<file path="config.mk">
export PLATFORM = sky130hd
export DESIGN_NAME = dtec_top
export DESIGN_NICKNAME = d
export VERILOG_FILES = /design/src/verilog/dtec_pkg.sv /design/src/verilog/dtec_top.sv
export SDC_FILE = /design/constraint.sdc
export NUM_CORES = 1
export LEC_CHECK = 0
export BUFFER_PORTS_ARGS = -buffer_cell sky130_fd_sc_hd__buf_2
export CORE_ASPECT_RATIO = 0.8
export CORE_MARGIN = 3
export CORE_UTILIZATION = 39
export CTS_BUF_LIST = sky130_fd_sc_hd__clkbuf_16
export DETAILED_ROUTE_END_ITERATION = 10
export GPL_TIMING_DRIVEN = 1
export PLACE_DENSITY = 0.6
export SLEW_MARGIN = 20
export SYNTH_ARGS = -nofsm -noshare
export SYNTH_HDL_FRONTEND = slang
export SYNTH_SLANG_ARGS = --single-unit
</file>
<file path="constraint.sdc">
create_clock -name pclk -period 1.8 [get_ports pclk]
set_input_delay 0.09 -clock pclk [delete_from_list [all_inputs] [get_ports pclk]]
set_output_delay 0.09 -clock pclk [all_outputs]
set_load 0.05 [all_outputs]
</file>
<file path="src/verilog/dtec_pkg.sv">
// Constants, types and helpers shared by the dual timer/event counter
package dtec_pkg;

  // Clock rates and derived count-clock dividers
  localparam int SYS_CLK_HZ = 100_000_000;
  localparam int FAST_DIV = 4;
  localparam int SLOW_CLK_HZ = 32768;
  localparam int SLOW_DIV = (SYS_CLK_HZ + SLOW_CLK_HZ - 1) / SLOW_CLK_HZ;
  localparam int SLOW_CNT_W = 12;

  // Register map: one block of three words per timer
  localparam logic [11:0] OFS_TIMER0 = 12'h000;
  localparam logic [11:0] OFS_TIMER1 = 12'h010;
  localparam logic [3:0] OFS_COUNT_LOW = 4'h0;
  localparam logic [3:0] OFS_COUNT_HIGH = 4'h4;
  localparam logic [3:0] OFS_CONTROL = 4'h8;

  // Control register field positions
  localparam int CTRL_MODE_HI = 7;
  localparam int CTRL_MODE_LO = 6;
  localparam int CTRL_RUN = 4;
  localparam int CTRL_EDGE = 3;

  // Reset values and the full-scale count
  localparam logic [15:0] COUNT_RST = 16'h0000;
  localparam logic [15:0] PRELOAD_RST = 16'h0000;
  localparam logic [15:0] COUNT_FULL = 16'hFFFF;

  typedef enum logic [1:0] {
    MODE_NONE,
    MODE_EVENT,
    MODE_TIMER,
    MODE_PULSE
  } dtec_mode_e;

  typedef enum logic [1:0] {
    REG_LOW,
    REG_HIGH,
    REG_CTRL,
    REG_NONE
  } dtec_reg_e;

  typedef struct packed {
    logic [15:0] count;
    logic [15:0] preload;
    logic [7:0] wbuf;
    logic [7:0] rbuf;
    dtec_mode_e mode;
    logic run;
    logic edge_sel;
    logic started;
  } dtec_tmr_s;

  typedef struct packed {
    logic hit;
    logic idx;
    dtec_reg_e reg_id;
  } dtec_dec_s;

  // Address decode, shared by the bus answer and the register updates
  function automatic dtec_dec_s dtec_decode(input logic [11:0] addr);
    dtec_dec_s d;
    logic [11:0] base;
    d = '{hit: 1'b0, idx: 1'b0, reg_id: REG_NONE};
    base = {addr[11:4], 4'h0};
    if (base == OFS_TIMER0 || base == OFS_TIMER1) begin
      d.idx = (base == OFS_TIMER1);
      if (addr[3:0] == OFS_COUNT_LOW) begin
        d.reg_id = REG_LOW;
      end else if (addr[3:0] == OFS_COUNT_HIGH) begin
        d.reg_id = REG_HIGH;
      end else if (addr[3:0] == OFS_CONTROL) begin
        d.reg_id = REG_CTRL;
      end
      d.hit = (d.reg_id != REG_NONE);
    end
    return d;
  endfunction

endpackage

</file>
<file path="src/verilog/dtec_top.sv">
// Dual 16-bit timer/event counter with an APB register slave
//
// Notes on behaviour
// Two independent 16-bit up counters: timer, event or pulse width modes.
// Timer zero internal clock is the system clock divided by four.
// Timer one internal clock is the 32768Hz clock.
// Timer and pulse modes use internal clock; event mode uses the pin.
// Event mode adds exactly one per selected pin transition.
// On overflow past full scale: request pulse, reload preload, keep counting.
// Preload content is undefined until software writes it.
// Preload write while stopped also copies into the counter at once.
// Preload write while running reaches the counter at next overflow.
// Low byte write goes only to a holding buffer.
// High byte write stores high byte and moves held low byte along.
// Software writes the low byte before the high byte.
// High byte read captures live low byte; software reads high first.
// Low byte read returns the captured buffer, not the live count.
// Mode field sits in control bits seven and six.
// Control bit four runs the counter when one, holds it when zero.
// Control bit three selects active pin transition polarity.
// Mode zero-one is event counting, straight from the pin.
// Event mode: edge bit zero counts rising, one counts falling.
// Pulse mode counts across the pulse, then hardware clears run.
// Event mode keeps counting in power-down; overflow flags wake-up.
// Mode one-zero is timer, one-one is pulse; separate overflow per timer.
// Pin transitions are synchronised before use, one clock of jitter.
//
// Chosen here: the placing of the registers and register access over APB.
module dtec_top #(
  parameter int NUM_TIMERS = 2
) (
  input wire logic pclk,
  input wire logic presetn,
  input wire logic psel,
  input wire logic penable,
  input wire logic pwrite,
  input wire logic [11:0] paddr,
  input wire logic [31:0] pwdata,
  output logic [31:0] prdata,
  output logic pready,
  output logic pslverr,
  input wire logic power_down,
  input wire logic timer0_input_pin,
  input wire logic timer1_input_pin,
  output logic [1:0] timer_overflow
);

  // Prescaler state
  logic [1:0] fast_cnt;
  logic [1:0] next_fast_cnt;
  logic [dtec_pkg::SLOW_CNT_W-1:0] slow_cnt;
  logic [dtec_pkg::SLOW_CNT_W-1:0] next_slow_cnt;
  logic [1:0] tick;
  logic [1:0] next_tick;

  // Pin synchronisers and edge detection
  logic [1:0] pin_meta;
  logic [1:0] pin_sync;
  logic [1:0] pin_prev;
  logic [1:0] pin_rise;
  logic [1:0] pin_fall;

  // Bus and timer state
  logic [31:0] next_prdata;
  logic next_pready;
  logic next_pslverr;
  dtec_pkg::dtec_tmr_s tmr [2];
  dtec_pkg::dtec_tmr_s next_tmr [2];
  logic [1:0] next_overflow;
  dtec_pkg::dtec_dec_s dec;
  logic bus_access;
  logic bus_done;
  logic bus_wr;
  logic bus_rd_high;

  // Count-clock enables: divide by four and the slow rate
  always_comb begin
    next_fast_cnt = fast_cnt + 2'b01;
    next_slow_cnt = slow_cnt + 12'h001;
    next_tick = 2'b00;
    if (fast_cnt == 2'(dtec_pkg::FAST_DIV - 1)) begin
      next_fast_cnt = 2'b00;
      next_tick[0] = 1'b1;
    end
    if (slow_cnt == 12'(dtec_pkg::SLOW_DIV - 1)) begin
      next_slow_cnt = 12'h000;
      next_tick[1] = 1'b1;
    end
  end

  always_ff @(posedge pclk or negedge presetn) begin
    if (!presetn) begin
      fast_cnt <= 2'b00;
      slow_cnt <= 12'h000;
      tick <= 2'b00;
    end else begin
      fast_cnt <= next_fast_cnt;
      slow_cnt <= next_slow_cnt;
      tick <= next_tick;
    end
  end

  // Two flops before anything looks at the pins
  always_ff @(posedge pclk or negedge presetn) begin
    if (!presetn) begin
      pin_meta <= 2'b00;
      pin_sync <= 2'b00;
      pin_prev <= 2'b00;
    end else begin
      pin_meta <= {timer1_input_pin, timer0_input_pin};
      pin_sync <= pin_meta;
      pin_prev <= pin_sync;
    end
  end

  // Edges seen only on the second stage
  assign pin_rise = pin_sync & ~pin_prev;
  assign pin_fall = ~pin_sync & pin_prev;

  // Bus phase decode; answer is one wait state after the access phase begins
  assign dec = dtec_pkg::dtec_decode(paddr);
  assign bus_access = psel && penable;
  assign bus_done = bus_access && pready;
  assign bus_wr = bus_done && pwrite && dec.hit;
  assign bus_rd_high = bus_done && !pwrite && dec.hit &&
                       dec.reg_id == dtec_pkg::REG_HIGH;

  // Read mux; unused control bits read as zero
  always_comb begin
    next_pready = bus_access && !pready;
    next_prdata = prdata;
    next_pslverr = pslverr;
    if (bus_done) begin
      next_pslverr = 1'b0;
    end
    if (bus_access && !pready) begin
      next_pslverr = !dec.hit;
      next_prdata = 32'h0000_0000;
      if (!pwrite && dec.hit) begin
        case (dec.reg_id)
          dtec_pkg::REG_LOW: begin
            next_prdata[7:0] = tmr[dec.idx].rbuf;
          end
          dtec_pkg::REG_HIGH: begin
            next_prdata[7:0] = tmr[dec.idx].count[15:8];
          end
          dtec_pkg::REG_CTRL: begin
            next_prdata[dtec_pkg::CTRL_MODE_HI:dtec_pkg::CTRL_MODE_LO] =
              tmr[dec.idx].mode;
            next_prdata[dtec_pkg::CTRL_RUN] = tmr[dec.idx].run;
            next_prdata[dtec_pkg::CTRL_EDGE] = tmr[dec.idx].edge_sel;
          end
          default: begin
            next_prdata = 32'h0000_0000;
          end
        endcase
      end
    end
  end

  always_ff @(posedge pclk or negedge presetn) begin
    if (!presetn) begin
      pready <= 1'b0;
      prdata <= 32'h0000_0000;
      pslverr <= 1'b0;
    end else begin
      pready <= next_pready;
      prdata <= next_prdata;
      pslverr <= next_pslverr;
    end
  end

  // Counter update; software writes come last so they win over hardware
  always_comb begin
    logic inc;
    logic ev_on;
    logic pw_start;
    logic pw_end;
    logic [15:0] ld;
    inc = 1'b0;
    ev_on = 1'b0;
    pw_start = 1'b0;
    pw_end = 1'b0;
    ld = 16'h0000;
    next_overflow = 2'b00;
    for (int i = 0; i < 2; i++) begin
      next_tmr[i] = tmr[i];
      ev_on = tmr[i].edge_sel ? pin_fall[i] : pin_rise[i];
      // Pulse mode: edge bit zero measures a low pulse
      pw_start = tmr[i].edge_sel ? pin_rise[i] : pin_fall[i];
      pw_end = tmr[i].edge_sel ? pin_fall[i] : pin_rise[i];
      case (tmr[i].mode)
        dtec_pkg::MODE_EVENT: begin
          // Runs through power-down, no prescaler
          inc = tmr[i].run && ev_on;
        end
        dtec_pkg::MODE_TIMER: begin
          inc = tmr[i].run && tick[i] && !power_down;
        end
        dtec_pkg::MODE_PULSE: begin
          inc = tmr[i].run && tmr[i].started && tick[i] && !power_down;
        end
        default: begin
          inc = 1'b0;
        end
      endcase
      if (inc) begin
        if (tmr[i].count == dtec_pkg::COUNT_FULL) begin
          next_tmr[i].count = tmr[i].preload;
          next_overflow[i] = 1'b1;
        end else begin
          next_tmr[i].count = tmr[i].count + 16'h0001;
        end
      end
      if (tmr[i].mode == dtec_pkg::MODE_PULSE && tmr[i].run) begin
        if (!tmr[i].started && pw_start) begin
          next_tmr[i].started = 1'b1;
        end else if (tmr[i].started && pw_end) begin
          next_tmr[i].run = 1'b0;
          next_tmr[i].started = 1'b0;
        end
      end
      if (!tmr[i].run) begin
        next_tmr[i].started = 1'b0;
      end
      if (bus_rd_high && dec.idx == 1'(i)) begin
        next_tmr[i].rbuf = tmr[i].count[7:0];
      end
      if (bus_wr && dec.idx == 1'(i)) begin
        ld = {pwdata[7:0], tmr[i].wbuf};
        case (dec.reg_id)
          dtec_pkg::REG_LOW: begin
            next_tmr[i].wbuf = pwdata[7:0];
          end
          dtec_pkg::REG_HIGH: begin
            next_tmr[i].preload = ld;
            if (!tmr[i].run) begin
              next_tmr[i].count = ld;
            end
          end
          dtec_pkg::REG_CTRL: begin
            next_tmr[i].mode = dtec_pkg::dtec_mode_e'(
              pwdata[dtec_pkg::CTRL_MODE_HI:dtec_pkg::CTRL_MODE_LO]);
            next_tmr[i].run = pwdata[dtec_pkg::CTRL_RUN];
            next_tmr[i].edge_sel = pwdata[dtec_pkg::CTRL_EDGE];
          end
          default: begin
            next_tmr[i].wbuf = tmr[i].wbuf;
          end
        endcase
      end
    end
  end

  // Preload reset is only a defined stand-in; software must write it
  always_ff @(posedge pclk or negedge presetn) begin
    if (!presetn) begin
      for (int i = 0; i < 2; i++) begin
        tmr[i] <= '{count: dtec_pkg::COUNT_RST,
                    preload: dtec_pkg::PRELOAD_RST,
                    wbuf: 8'h00, rbuf: 8'h00,
                    mode: dtec_pkg::MODE_NONE,
                    run: 1'b0, edge_sel: 1'b0, started: 1'b0};
      end
      timer_overflow <= 2'b00;
    end else begin
      for (int i = 0; i < 2; i++) begin
        tmr[i] <= next_tmr[i];
      end
      timer_overflow <= next_overflow;
    end
  end

  // Checks on bus timing and counter behaviour
  a_bus_ready_wait: assert property (@(posedge pclk) disable iff (!presetn)
    bus_access && !pready |=> pready && !$past(pready))
    else $error("ready did not follow access phase");
  a_bus_ready_pulse: assert property (@(posedge pclk) disable iff (!presetn)
    pready |=> !pready)
    else $error("ready held more than one cycle");
  a_low_write_held: assert property (
    @(posedge pclk) disable iff (!presetn)
    bus_wr && dec.reg_id == dtec_pkg::REG_LOW && dec.idx == 1'b0 &&
    !tmr[0].run |=> tmr[0].count == $past(tmr[0].count))
    else $error("low byte write changed the counter");
  a_run_hold: assert property (
    @(posedge pclk) disable iff (!presetn)
    !tmr[0].run && !bus_wr |=> tmr[0].count == $past(tmr[0].count))
    else $error("stopped counter moved");
  a_ctrl_fields: assert property (
    @(posedge pclk) disable iff (!presetn)
    bus_wr && dec.reg_id == dtec_pkg::REG_CTRL && dec.idx == 1'b0
    |=> tmr[0].mode == $past(pwdata[7:6]) &&
        tmr[0].run == $past(pwdata[dtec_pkg::CTRL_RUN]) &&
        tmr[0].edge_sel == $past(pwdata[dtec_pkg::CTRL_EDGE]))
    else $error("control write fields not stored");
  a_high_write_stop: assert property (
    @(posedge pclk) disable iff (!presetn)
    bus_wr && dec.reg_id == dtec_pkg::REG_HIGH && dec.idx == 1'b0 &&
    !tmr[0].run
    |=> tmr[0].count == {$past(pwdata[7:0]), $past(tmr[0].wbuf)})
    else $error("stopped preload not copied to counter");
  a_high_write_run: assert property (
    @(posedge pclk) disable iff (!presetn)
    bus_wr && dec.reg_id == dtec_pkg::REG_HIGH && dec.idx == 1'b1 &&
    tmr[1].run && !next_overflow[1]
    |=> tmr[1].preload == {$past(pwdata[7:0]), $past(tmr[1].wbuf)} &&
        (tmr[1].count == $past(tmr[1].count) ||
         tmr[1].count == $past(tmr[1].count) + 16'h0001))
    else $error("running preload write reached counter early");
  a_hi_read_cap: assert property (
    @(posedge pclk) disable iff (!presetn)
    bus_rd_high && dec.idx == 1'b1
    |=> tmr[1].rbuf == $past(tmr[1].count[7:0]))
    else $error("high byte read did not capture low byte");
  a_ovf_reload: assert property (
    @(posedge pclk) disable iff (!presetn)
    timer_overflow[1] |-> tmr[1].count == $past(tmr[1].preload))
    else $error("overflow did not reload preload");
  a_evt_step: assert property (
    @(posedge pclk) disable iff (!presetn)
    tmr[1].mode == dtec_pkg::MODE_EVENT && tmr[1].run &&
    !tmr[1].edge_sel && pin_rise[1] && !bus_wr &&
    tmr[1].count != dtec_pkg::COUNT_FULL
    |=> tmr[1].count == $past(tmr[1].count) + 16'h0001)
    else $error("event did not advance counter by one");
  a_slow_tick: assert property (
    @(posedge pclk) disable iff (!presetn)
    tick[1] |-> slow_cnt == 12'h000)
    else $error("slow count clock out of step");
  a_fast_tick: assert property (
    @(posedge pclk) disable iff (!presetn)
    tick[0] |=> !tick[0] [*3] ##1 tick[0])
    else $error("fast count clock not divide by four");
  a_pwm_stop: assert property (
    @(posedge pclk) disable iff (!presetn)
    tmr[0].mode == dtec_pkg::MODE_PULSE && tmr[0].started &&
    tmr[0].run && (tmr[0].edge_sel ? pin_fall[0] : pin_rise[0]) && !bus_wr
    |=> !tmr[0].run)
    else $error("pulse end did not clear run");
  a_pwm_start: assert property (
    @(posedge pclk) disable iff (!presetn)
    tmr[0].mode == dtec_pkg::MODE_PULSE && tmr[0].run && !tmr[0].started &&
    (tmr[0].edge_sel ? pin_rise[0] : pin_fall[0]) && !bus_wr
    |=> tmr[0].started)
    else $error("pulse start edge not taken");
  a_rd_low_buf: assert property (
    @(posedge pclk) disable iff (!presetn)
    bus_done && !pwrite && dec.reg_id == dtec_pkg::REG_LOW
    |-> prdata == {24'h00_0000, tmr[dec.idx].rbuf})
    else $error("low byte read not from buffer");

endmodule
</file>
== Word level (Yosys, flattened, before mapping) ==
Index checks and enable logic that the tools add are counted.

* Register bits: 164
* Input port bits: 52
* Output and inout bits: 36
* Logic and storage cells: 166

* $add $sub $neg: 4
* $lt $le $gt $ge: 1
* Equal/unequal tests: 20
* Mux-type cells: 59
* Bitwise operators: 6
* Reduce and logical (&&, ||, !) cells: 50

{| class="wikitable"
|+ Operators with widths
! cell !! count
|-
| 2-to-1 mux 53 bit || 3
|-
| 2-to-1 mux 16 bit || 6
|-
| 2-to-1 mux 40 bit || 2
|-
| 2-to-1 mux 32 bit || 2
|-
| adder 16 x 1 -> 16 bit (second input constant) || 2
|-
| == test 16 bit (second input constant) || 2
|-
| logical AND 1 bit || 31
|-
| 2-to-1 mux 1 bit || 27
|-
| 2-to-1 mux 8 bit || 3
|-
| 2-to-1 mux 2 bit || 8
|-
| AND reduction 2 bit || 8
|-
| adder 12 x 1 -> 12 bit (second input constant) || 1
|-
| == test 12 bit (second input constant) || 1
|-
| == test 2 bit (second input constant) || 6
|-
| 2-to-1 mux 12 bit || 1
|-
| case mux 2 bit (3 select lines) || 2
|-
| == test 8 x 1 -> 1 bit (second input constant) || 1
|-
| zero test 8 bit || 1
|-
| == test 2 x 1 -> 1 bit (second input constant) || 3
|-
| zero test 1 bit || 6
|-
| inequality test 3 x 1 -> 1 bit (second input constant) || 2
|-
| case mux 1 bit (3 select lines) || 2
|-
| case mux 3 bit (2 select lines) || 1
|-
| AND 2 bit || 2
|-
| other kinds (15) || 17
|}

== Depth between registers and ports, before layout ==
Gate-level depths: netlist (run 1).

* Word-level depth: 13
* Mapped depth: 8

== Least setup slack after synthesis (run 1) ==
No wires, ideal clock.

* Path type: reg-to-reg
* From: register pready
* To: register tmr[82] in the netlist's numbering
* Setup time: 0.125 ns
* Arrival time: 2.098 ns
* Setup slack: -0.422 ns
* Cell stages (with the launch flop): 7
* Path buffers: 1
* Path through: dfrtp_1 > nand4_1 > nor2_1 > nand2_1 > nor2_1 > buf_2 > mux2_2

* Word-level cells in the longest chain between the ends: 5

{| class="wikitable"
|+ Ends and longest elaborated chain
! what !! RTL line !! RTL
|-
| start: declaration || dtec_top.sv:40 || <nowiki>output logic pready,</nowiki>
|-
| start signal: assignment || dtec_top.sv:167 || <nowiki>pready <= next_pready;</nowiki>
|-
| logical AND 1 bit || dtec_top.sv:123 || <nowiki>assign bus_done = bus_access && pready;</nowiki>
|-
| logical AND 1 bit (2 in series) || dtec_top.sv:124 || <nowiki>assign bus_wr = bus_done && pwrite && dec.hit;</nowiki>
|-
| logical AND 1 bit || dtec_top.sv:229 || <nowiki>if (bus_wr && dec.idx == 1'(i)) begin</nowiki>
|-
| AND reduction 2 bit (no line) || -- ||
|-
| end signal: indexed assignment || dtec_top.sv:259 || <nowiki>tmr[i] <= '{count: dtec_pkg::COUNT_RST,</nowiki>
|-
| end signal: indexed assignment || dtec_top.sv:268 || <nowiki>tmr[i] <= next_tmr[i];</nowiki>
|-
| end: declaration || dtec_top.sv:67 || <nowiki>dtec_pkg::dtec_tmr_s tmr [2];</nowiki>
|}

Every way passes these cells.
A chain may end at the register's enable or synchronous reset.

==> results.cfg, run 1 <==
[timing]
fmax_ghz = 0.497
timing.slew.headroom = 0.638
max_slew.worst_pin.slew_ns = 0.542
grt_setup_unrepaired = true
timing.final.hold_violations = 0
final.min_clock_period_ns = 2.01
final_max_slew_viol_count = 0
timing.final.crit_share = 1.12
setup-tns-final_ns = -1.84
finalClockSkew_ns = 0.00952
setup_violations = 36
final_worst_setup_slack_ns = -0.211

[synth]
postSynthCellCount = 661
synthArstFlopShare = 1.00
ys.flop_type = dfrtp_1
number_of_enable_flip_flop_cells_after_synthesis = 0
synthDominantAreaCellType = dfrtp_1
synthesis.yosys.warnings = 0
synth.yosys.seq_area_share = 0.501
synth_seq_cells = 140
synth_largest_type_area_fraction = 0.501
synth_area_um2 = 7000
postSynthAreaPerCell_um2 = 10.6
synth.distinct_cells = 71
top_cells_by_area_synth = dfrtp_1, mux2_2, nand2_1

[floorplanning]
core_area_um2 = 17500
die_width_um = 156
floorplan.initialDensity = 0.400
die-height_um = 126
num_rows = 43
die_area_um2 = 19600
design.portCount = 88

[worst_setup_path]
cp.required_ns = 2.11
slowest_delay_ns = 0.43
end_kind = register
critical_path.top_delay_family = simple AND/OR/NAND/NOR gates
worst-path-buf-inv = 1
timing.critical_path.cells = or3b_4 -> a211oi_4 -> o21ba_4 -> buf_12 -> and4_1 -> xnor2_1 -> a31oi_1
crit_fanout = 4
worstPathArrival_ns = 2.32
cpMaxStageDelayCell = or3b_4
critical_path_class = register to register
crit_path_start_kind = register

[min_path]
hold_path.class = input pin to register

[routing]
num_vias = 5930
routed_via_density = 5.54
drt_pass1_iterations = 5
drcViolationCount = 0
postRouteAntennaNets = 0
detail_route.wirelength_mm = 20.3
drt-initial-drc-count = 476
wl_per_cell_um = 19.0

[layout]
drive_above_1_share = 0.408
finish.instance_area_um2 = 9560
antennaDiodeCount = 0
nNetsFinal = 889
finalCoreUtilization = 0.547
final_cells = 1071
layout-area-overhead-vs-synth_pct = 36.5

[power_and_ir_drop]
p_switching_mw = 1.71
intPower_mw = 5.58
total_power_mw = 7.30
seqPwrFrac = 0.436
switching_power_as_a_share_of_total_power = 0.235
clockPowerShare = 0.509
power.density_cell_area_nw_per_um2 = 764
peakVddDrop_uv = 650
pwr-share-comb = 0.055
cellLeakagePower_nw = 4.39

[grt]
gr-usage-all-layers = 0.207
grt_overflow_total = 0
grt_start_max_net_pins = 49
first_global_vias = 5849
number_of_antenna_violations_at_the_first_check_in_global_routing = 0
global_route_wire_length_before_repair_mm = 31.5

[run_status]
status = complete, but fails checks
violations = negative setup slack

[placement]
port-buffer-count = 39
gp_routability_congestion = 0.956
dpl_cell_area_um2 = 8340
placed_cells = 1017
detailed_place_hpwl_mm = 14.4

[clock_network]
clk_path_buf_depth = 2
root_driver = clkbuf_16
cts_buffers = 17
clk_transition_reported_paths_ns = 0.06
latest_clock_arrival_within_the_worst_skew_pair_ns = 0.43
tritoncts_clock_tree = done
cts-htree-levels = 4
tritoncts_num_sinks = 140

[flow_run]
maxCapViolCount = 0
synthesized netlist by cell type, drive strengths merged, types with 5 or more instances:
master / n
o21ai: 37
dfrtp: 140
xnor2: 9
and3: 12
nor3: 13
a31oi: 12
a21oi: 36
nand3: 24
mux2: 73
nand2: 66
nor4: 5
xor2: 7
mux2i: 16
clkbuf: 17
o22ai: 5
nor2: 49
inv: 7
o22a: 6
buf: 31
nand4: 14
power groups by stage:
| stage | registers [mW] | clock network [mW] | logic, mW |
|---|---|---|---|
| global placement | 3.24 | 0 | 0.370 |
| global route | 3.18 | 3.92 | 0.430 |
| CTS | 3.18 | 3.79 | 0.387 |
| floorplan | 3.26 | 0 | 0.204 |
| finish | 3.18 | 3.72 | 0.399 |
| detailed placement | 3.24 | 0 | 0.375 |
cell usage in the layout, fill, tap and decap left out, types with 5 or more instances in the layout:
cell type / instances
nand2_2: 8
mux2_4: 33
nand2_1: 56
o22ai_1: 5
mux2i_1: 16
clkbuf_16: 18
nand4_1: 13
xor2_1: 7
xnor2_1: 8
buf_6: 13
a31oi_1: 12
mux2_2: 40
buf_12: 6
conb_1: 24
nand3_1: 23
clkinv_4: 5
o22a_1: 5
inv_1: 9
nor2_2: 5
buf_4: 113
buf_2: 38
a21oi_2: 7
o21ai_0: 21
nor3_1: 7
dfrtp_1: 138
nor2_1: 42
a21oi_1: 28
o21ai_1: 14
and3_1: 10
per-stage QoR:
step	hold WS, ns	setup slack [ns]
global placement	0.0323	-0.188
detailed placement	0.0309	-0.201
finish	0.0301	-0.211
global route	0.0292	-0.281
CTS	0.00448	-0.159
floorplan	-0.206	-0.146
cell type report:
class / count / area, µm²
well taps: 225 / 282
flip-flops and latches: 140 / 3510
fillers: 1465 / 7930
repair buffers: 178 / 1420
clock inverters: 15 / 200
multi-input cells: 489 / 3700
clock buffers: 17 / 425
inverters: 7 / 26.3
worst reg2reg max path, cell delays in order, from the launching register on:
cell and delay (ns):
dfrtp_1 0.39, or3b_4 0.43, a211oi_4 0.31, o21ba_4 0.21
buf_12 0.12, and4_1 0.21, xnor2_1 0.12, a31oi_1 0.10
registers in the layout (all words and copies together), names as in the netlist:
signal	cells
pin_meta	2
fast_cnt	2
pin_sync	2
timer_overflow	2
prdata	8
pslverr	1
pready	1
tmr	106
slow_cnt	12
tick	2
pin_prev	2
routing by layer:
layer  routed length [µm]  vias up  GRT usage  part of all wire
met5                    0        -          0                 0
met4                  439        0     0.0691             0.022
met3                 1440       26     0.0498             0.071
met2                 9050      222      0.308              0.45
met1                 9400     2962      0.297              0.46
li1                     -     2720          -                 -
path summary, 6_finish.rpt:
kind | endpoint | from | depth (start not counted) | slack [ns]
max | tmr[43] | tmr[1] | 7 | -0.21
min | tmr[52] | pwdata[7] | 3 | 0.03
max reg2reg | tmr[43] | tmr[1] | 7 | -0.21
min reg2reg | pin_sync[0] | pin_meta[0] | 0 | 0.35
max in group asynchronous | tmr[54] | presetn | 3 | 1.03
min in group asynchronous | tmr[91] | presetn | 2 | 0.15
repair_timing:
action                                  4_1_cts  5_1_grt
hold buffers                                  4        0
pin swaps                                     9       22
endpoints found under the setup margin       53       60
resized for setup                            19       87
endpoints found under the hold margin       143        0
buffers inserted                              5       12
cloned                                        0        1
kinds of logic (layout without fill, tap and decap cells):
kind of cell             count (synthesis)  count (layout)  share of synthesized area
XOR/XNOR                                16              16                     0.0200
other                                    1              24                   0.000536
AND/OR/NAND/NOR                        217             217                      0.160
adder cells (fa/ha/maj)                  4               4                    0.00715
flip-flops                             140             140                      0.501
multiplexers                            89              89                      0.140
buffers and inverters                   55             217                     0.0436
AO/OA/AOI/OAI                          139             139                      0.128
No activity file was read; power rests on OpenSTA's default activity.
==> run 2: changes to the inputs <==
- RECOVER_POWER: default -> 100
==> results.cfg, run 2 (synthesized netlist as in run 1, its figures left out) <==
[routing]
num_vias = 5966
routed_via_density = 5.57
wl_per_cell_um = 19.1
detail_route.wirelength_mm = 20.4
drt-initial-drc-count = 444
drcViolationCount = 0
postRouteAntennaNets = 0
drt_pass1_iterations = 5

[run_status]
violations = negative setup slack
status = complete, but fails checks

[layout]
regs_by_ff_count = tmr x106, slow_cnt x12, prdata x8
finalCoreUtilization = 0.541
largest_register_ff_count = 106
layout.cells.most_common = dfrtp_1
drive_above_1_share = 0.381
layout-area-overhead-vs-synth_pct = 35.1
layout.cells.most_common_list = dfrtp_1, buf_4, nand2_1
antennaDiodeCount = 0
fillers = 1497
largest-register = tmr
multi_input_area_um2 = 3680
nNetsFinal = 889
layout.area.seq_um2 = 3510

[power_and_ir_drop]
cellLeakagePower_nw = 4.30
peakVddDrop_uv = 645
power.density_cell_area_nw_per_um2 = 770
total_power_mw = 7.28

[timing]
timing.final.hold_violations = 0
final.min_clock_period_ns = 2.02
final_max_slew_viol_count = 0
timing.final.crit_share = 1.12
timing.slew.headroom = 0.313
max_slew.worst_pin.slew_ns = 1.03
finalClockSkew_ns = 0.0110
grt_setup_unrepaired = true
final_worst_setup_slack_ns = -0.223
fmax_ghz = 0.494
setup_violations = 70

[grt]
first_global_vias = 5849
number_of_antenna_violations_at_the_first_check_in_global_routing = 0
global_route_wire_length_before_repair_mm = 31.5
grt_util_met3 = 0.0498
grt_start_max_net_pins = 49
grt_overflow_total = 0
grt_util_met2 = 0.308
grt_util_met1 = 0.297
global_routing_s_busiest_layer = met2
gr-usage-all-layers = 0.207

[worst_setup_path]
crit_path_start_kind = register
slowest_delay_ns = 0.43
worstPathArrival_ns = 2.33
critical_path_class = register to register
timing.critical_path.cells = or3b_4 -> a211oi_4 -> o21ba_4 -> buf_12 -> and4_1 -> xnor2_1 -> a31oi_1
worst-path-buf-inv = 1
cpMaxStageDelayCell = or3b_4
crit_fanout = 4
cp.required_ns = 2.11
critical_path.top_delay_family = simple AND/OR/NAND/NOR gates
end_kind = register

[floorplanning]
die_area_um2 = 19600
die-height_um = 126
design.portCount = 88
die_width_um = 156
floorplan.initialDensity = 0.400
num_rows = 43
core_area_um2 = 17500

[flow_run]
maxCapViolCount = 0

[placement]
detailed_place_hpwl_mm = 14.4
port-buffer-count = 39
gp_routability_congestion = 0.956

[clock_network]
clk_transition_reported_paths_ns = 0.06
latest_clock_arrival_within_the_worst_skew_pair_ns = 0.43
cts_buffers = 17
root_driver = clkbuf_16
tritoncts_clock_tree = done
tritoncts_num_sinks = 140
cts-htree-levels = 4
clk_path_buf_depth = 2

[min_path]
hold_path.class = input pin to register
[run 2: cell types whose count changed in the layout (fill, tap and decap cells not counted), sizes merged]
cell,before,now
buf,173,151
clkbuf,18,40
[run 2: where the power goes]
part           internal, mW  leakage [nW]  switching (mW)
clock network          2.32         0.306            1.40
logic                0.0854          2.13           0.295
registers              3.17          1.86          0.0147
[run 2: per-stage QoR]
step | hold slack, ns | setup TNS (ns) | instance area (µm²) | worst slack [ns] | instances
after CTS | 0.00448 | -1.18 | 9100 | -0.159 | 1058
after global routing | 0.0292 | -17.38 | 9460 | -0.281 | 1071
after detailed placement | 0.0309 | -7.56 | 8340 | -0.201 | 1017
after floorplan | -0.206 | -5.41 | 7210 | -0.146 | 684
after global placement | 0.0323 | -5.69 | 8340 | -0.188 | 1017
final | 0.0318 | -4.06 | 9460 | -0.223 | 1071
[run 2: layout make-up]
type                            instances  share of cell area
Multi-Input combinational cell        489               0.389
Sequential cell                       140               0.371
Timing Repair Buffer                  178               0.141
Clock buffer                           17              0.0450
Tap cell                              225              0.0298
Clock inverter                         15              0.0212
Inverter                                7             0.00278
[run 2: final timing paths]
kind | from | end | slack [ns] | depth (start not counted)
setup reg to reg | tmr[1] | tmr[43] | -0.22 | 7
hold reg to reg | pin_meta[0] | pin_sync[0] | 0.35 | 0
max in group asynchronous | presetn | tmr[54] | 0.19 | 3
min in group asynchronous | presetn | tmr[75] | 0.38 | 2
hold / removal | pwdata[5] | tmr[50] | 0.03 | 3
setup / recovery | tmr[1] | tmr[43] | -0.22 | 7
[run 2: worst register-to-register path, delay by kind of cell, from the launching register on]
kind	cells	cell delay [ns]
DFF	1	0.39
AOI/OAI and AO/OA	3	0.63
and+or+nand+nor	2	0.64
buffers and inverters	1	0.13
xor gates and xnor gates	1	0.12
[run 2: routing by layer]
| layer | vias to the layer above | share of wire | wire [µm] |
|---|---|---|---|
| met3 | 41 | 0.074 | 1520 |
| met5 | - | 0 | 0 |
| met1 | 2959 | 0.46 | 9400 |
| met2 | 252 | 0.44 | 8990 |
| li1 | 2714 | - | - |
| met4 | 0 | 0.024 | 496 |
[run 2: timing repair]
item / 4_1_cts / 5_1_grt
resized for setup: 19 / 87
endpoints found under the setup margin: 53 / 60
buffers inserted: 5 / 12
pin swaps: 9 / 22
endpoints found under the hold margin: 143 / 0
hold buffers: 4 / 0
cloned: 0 / 1
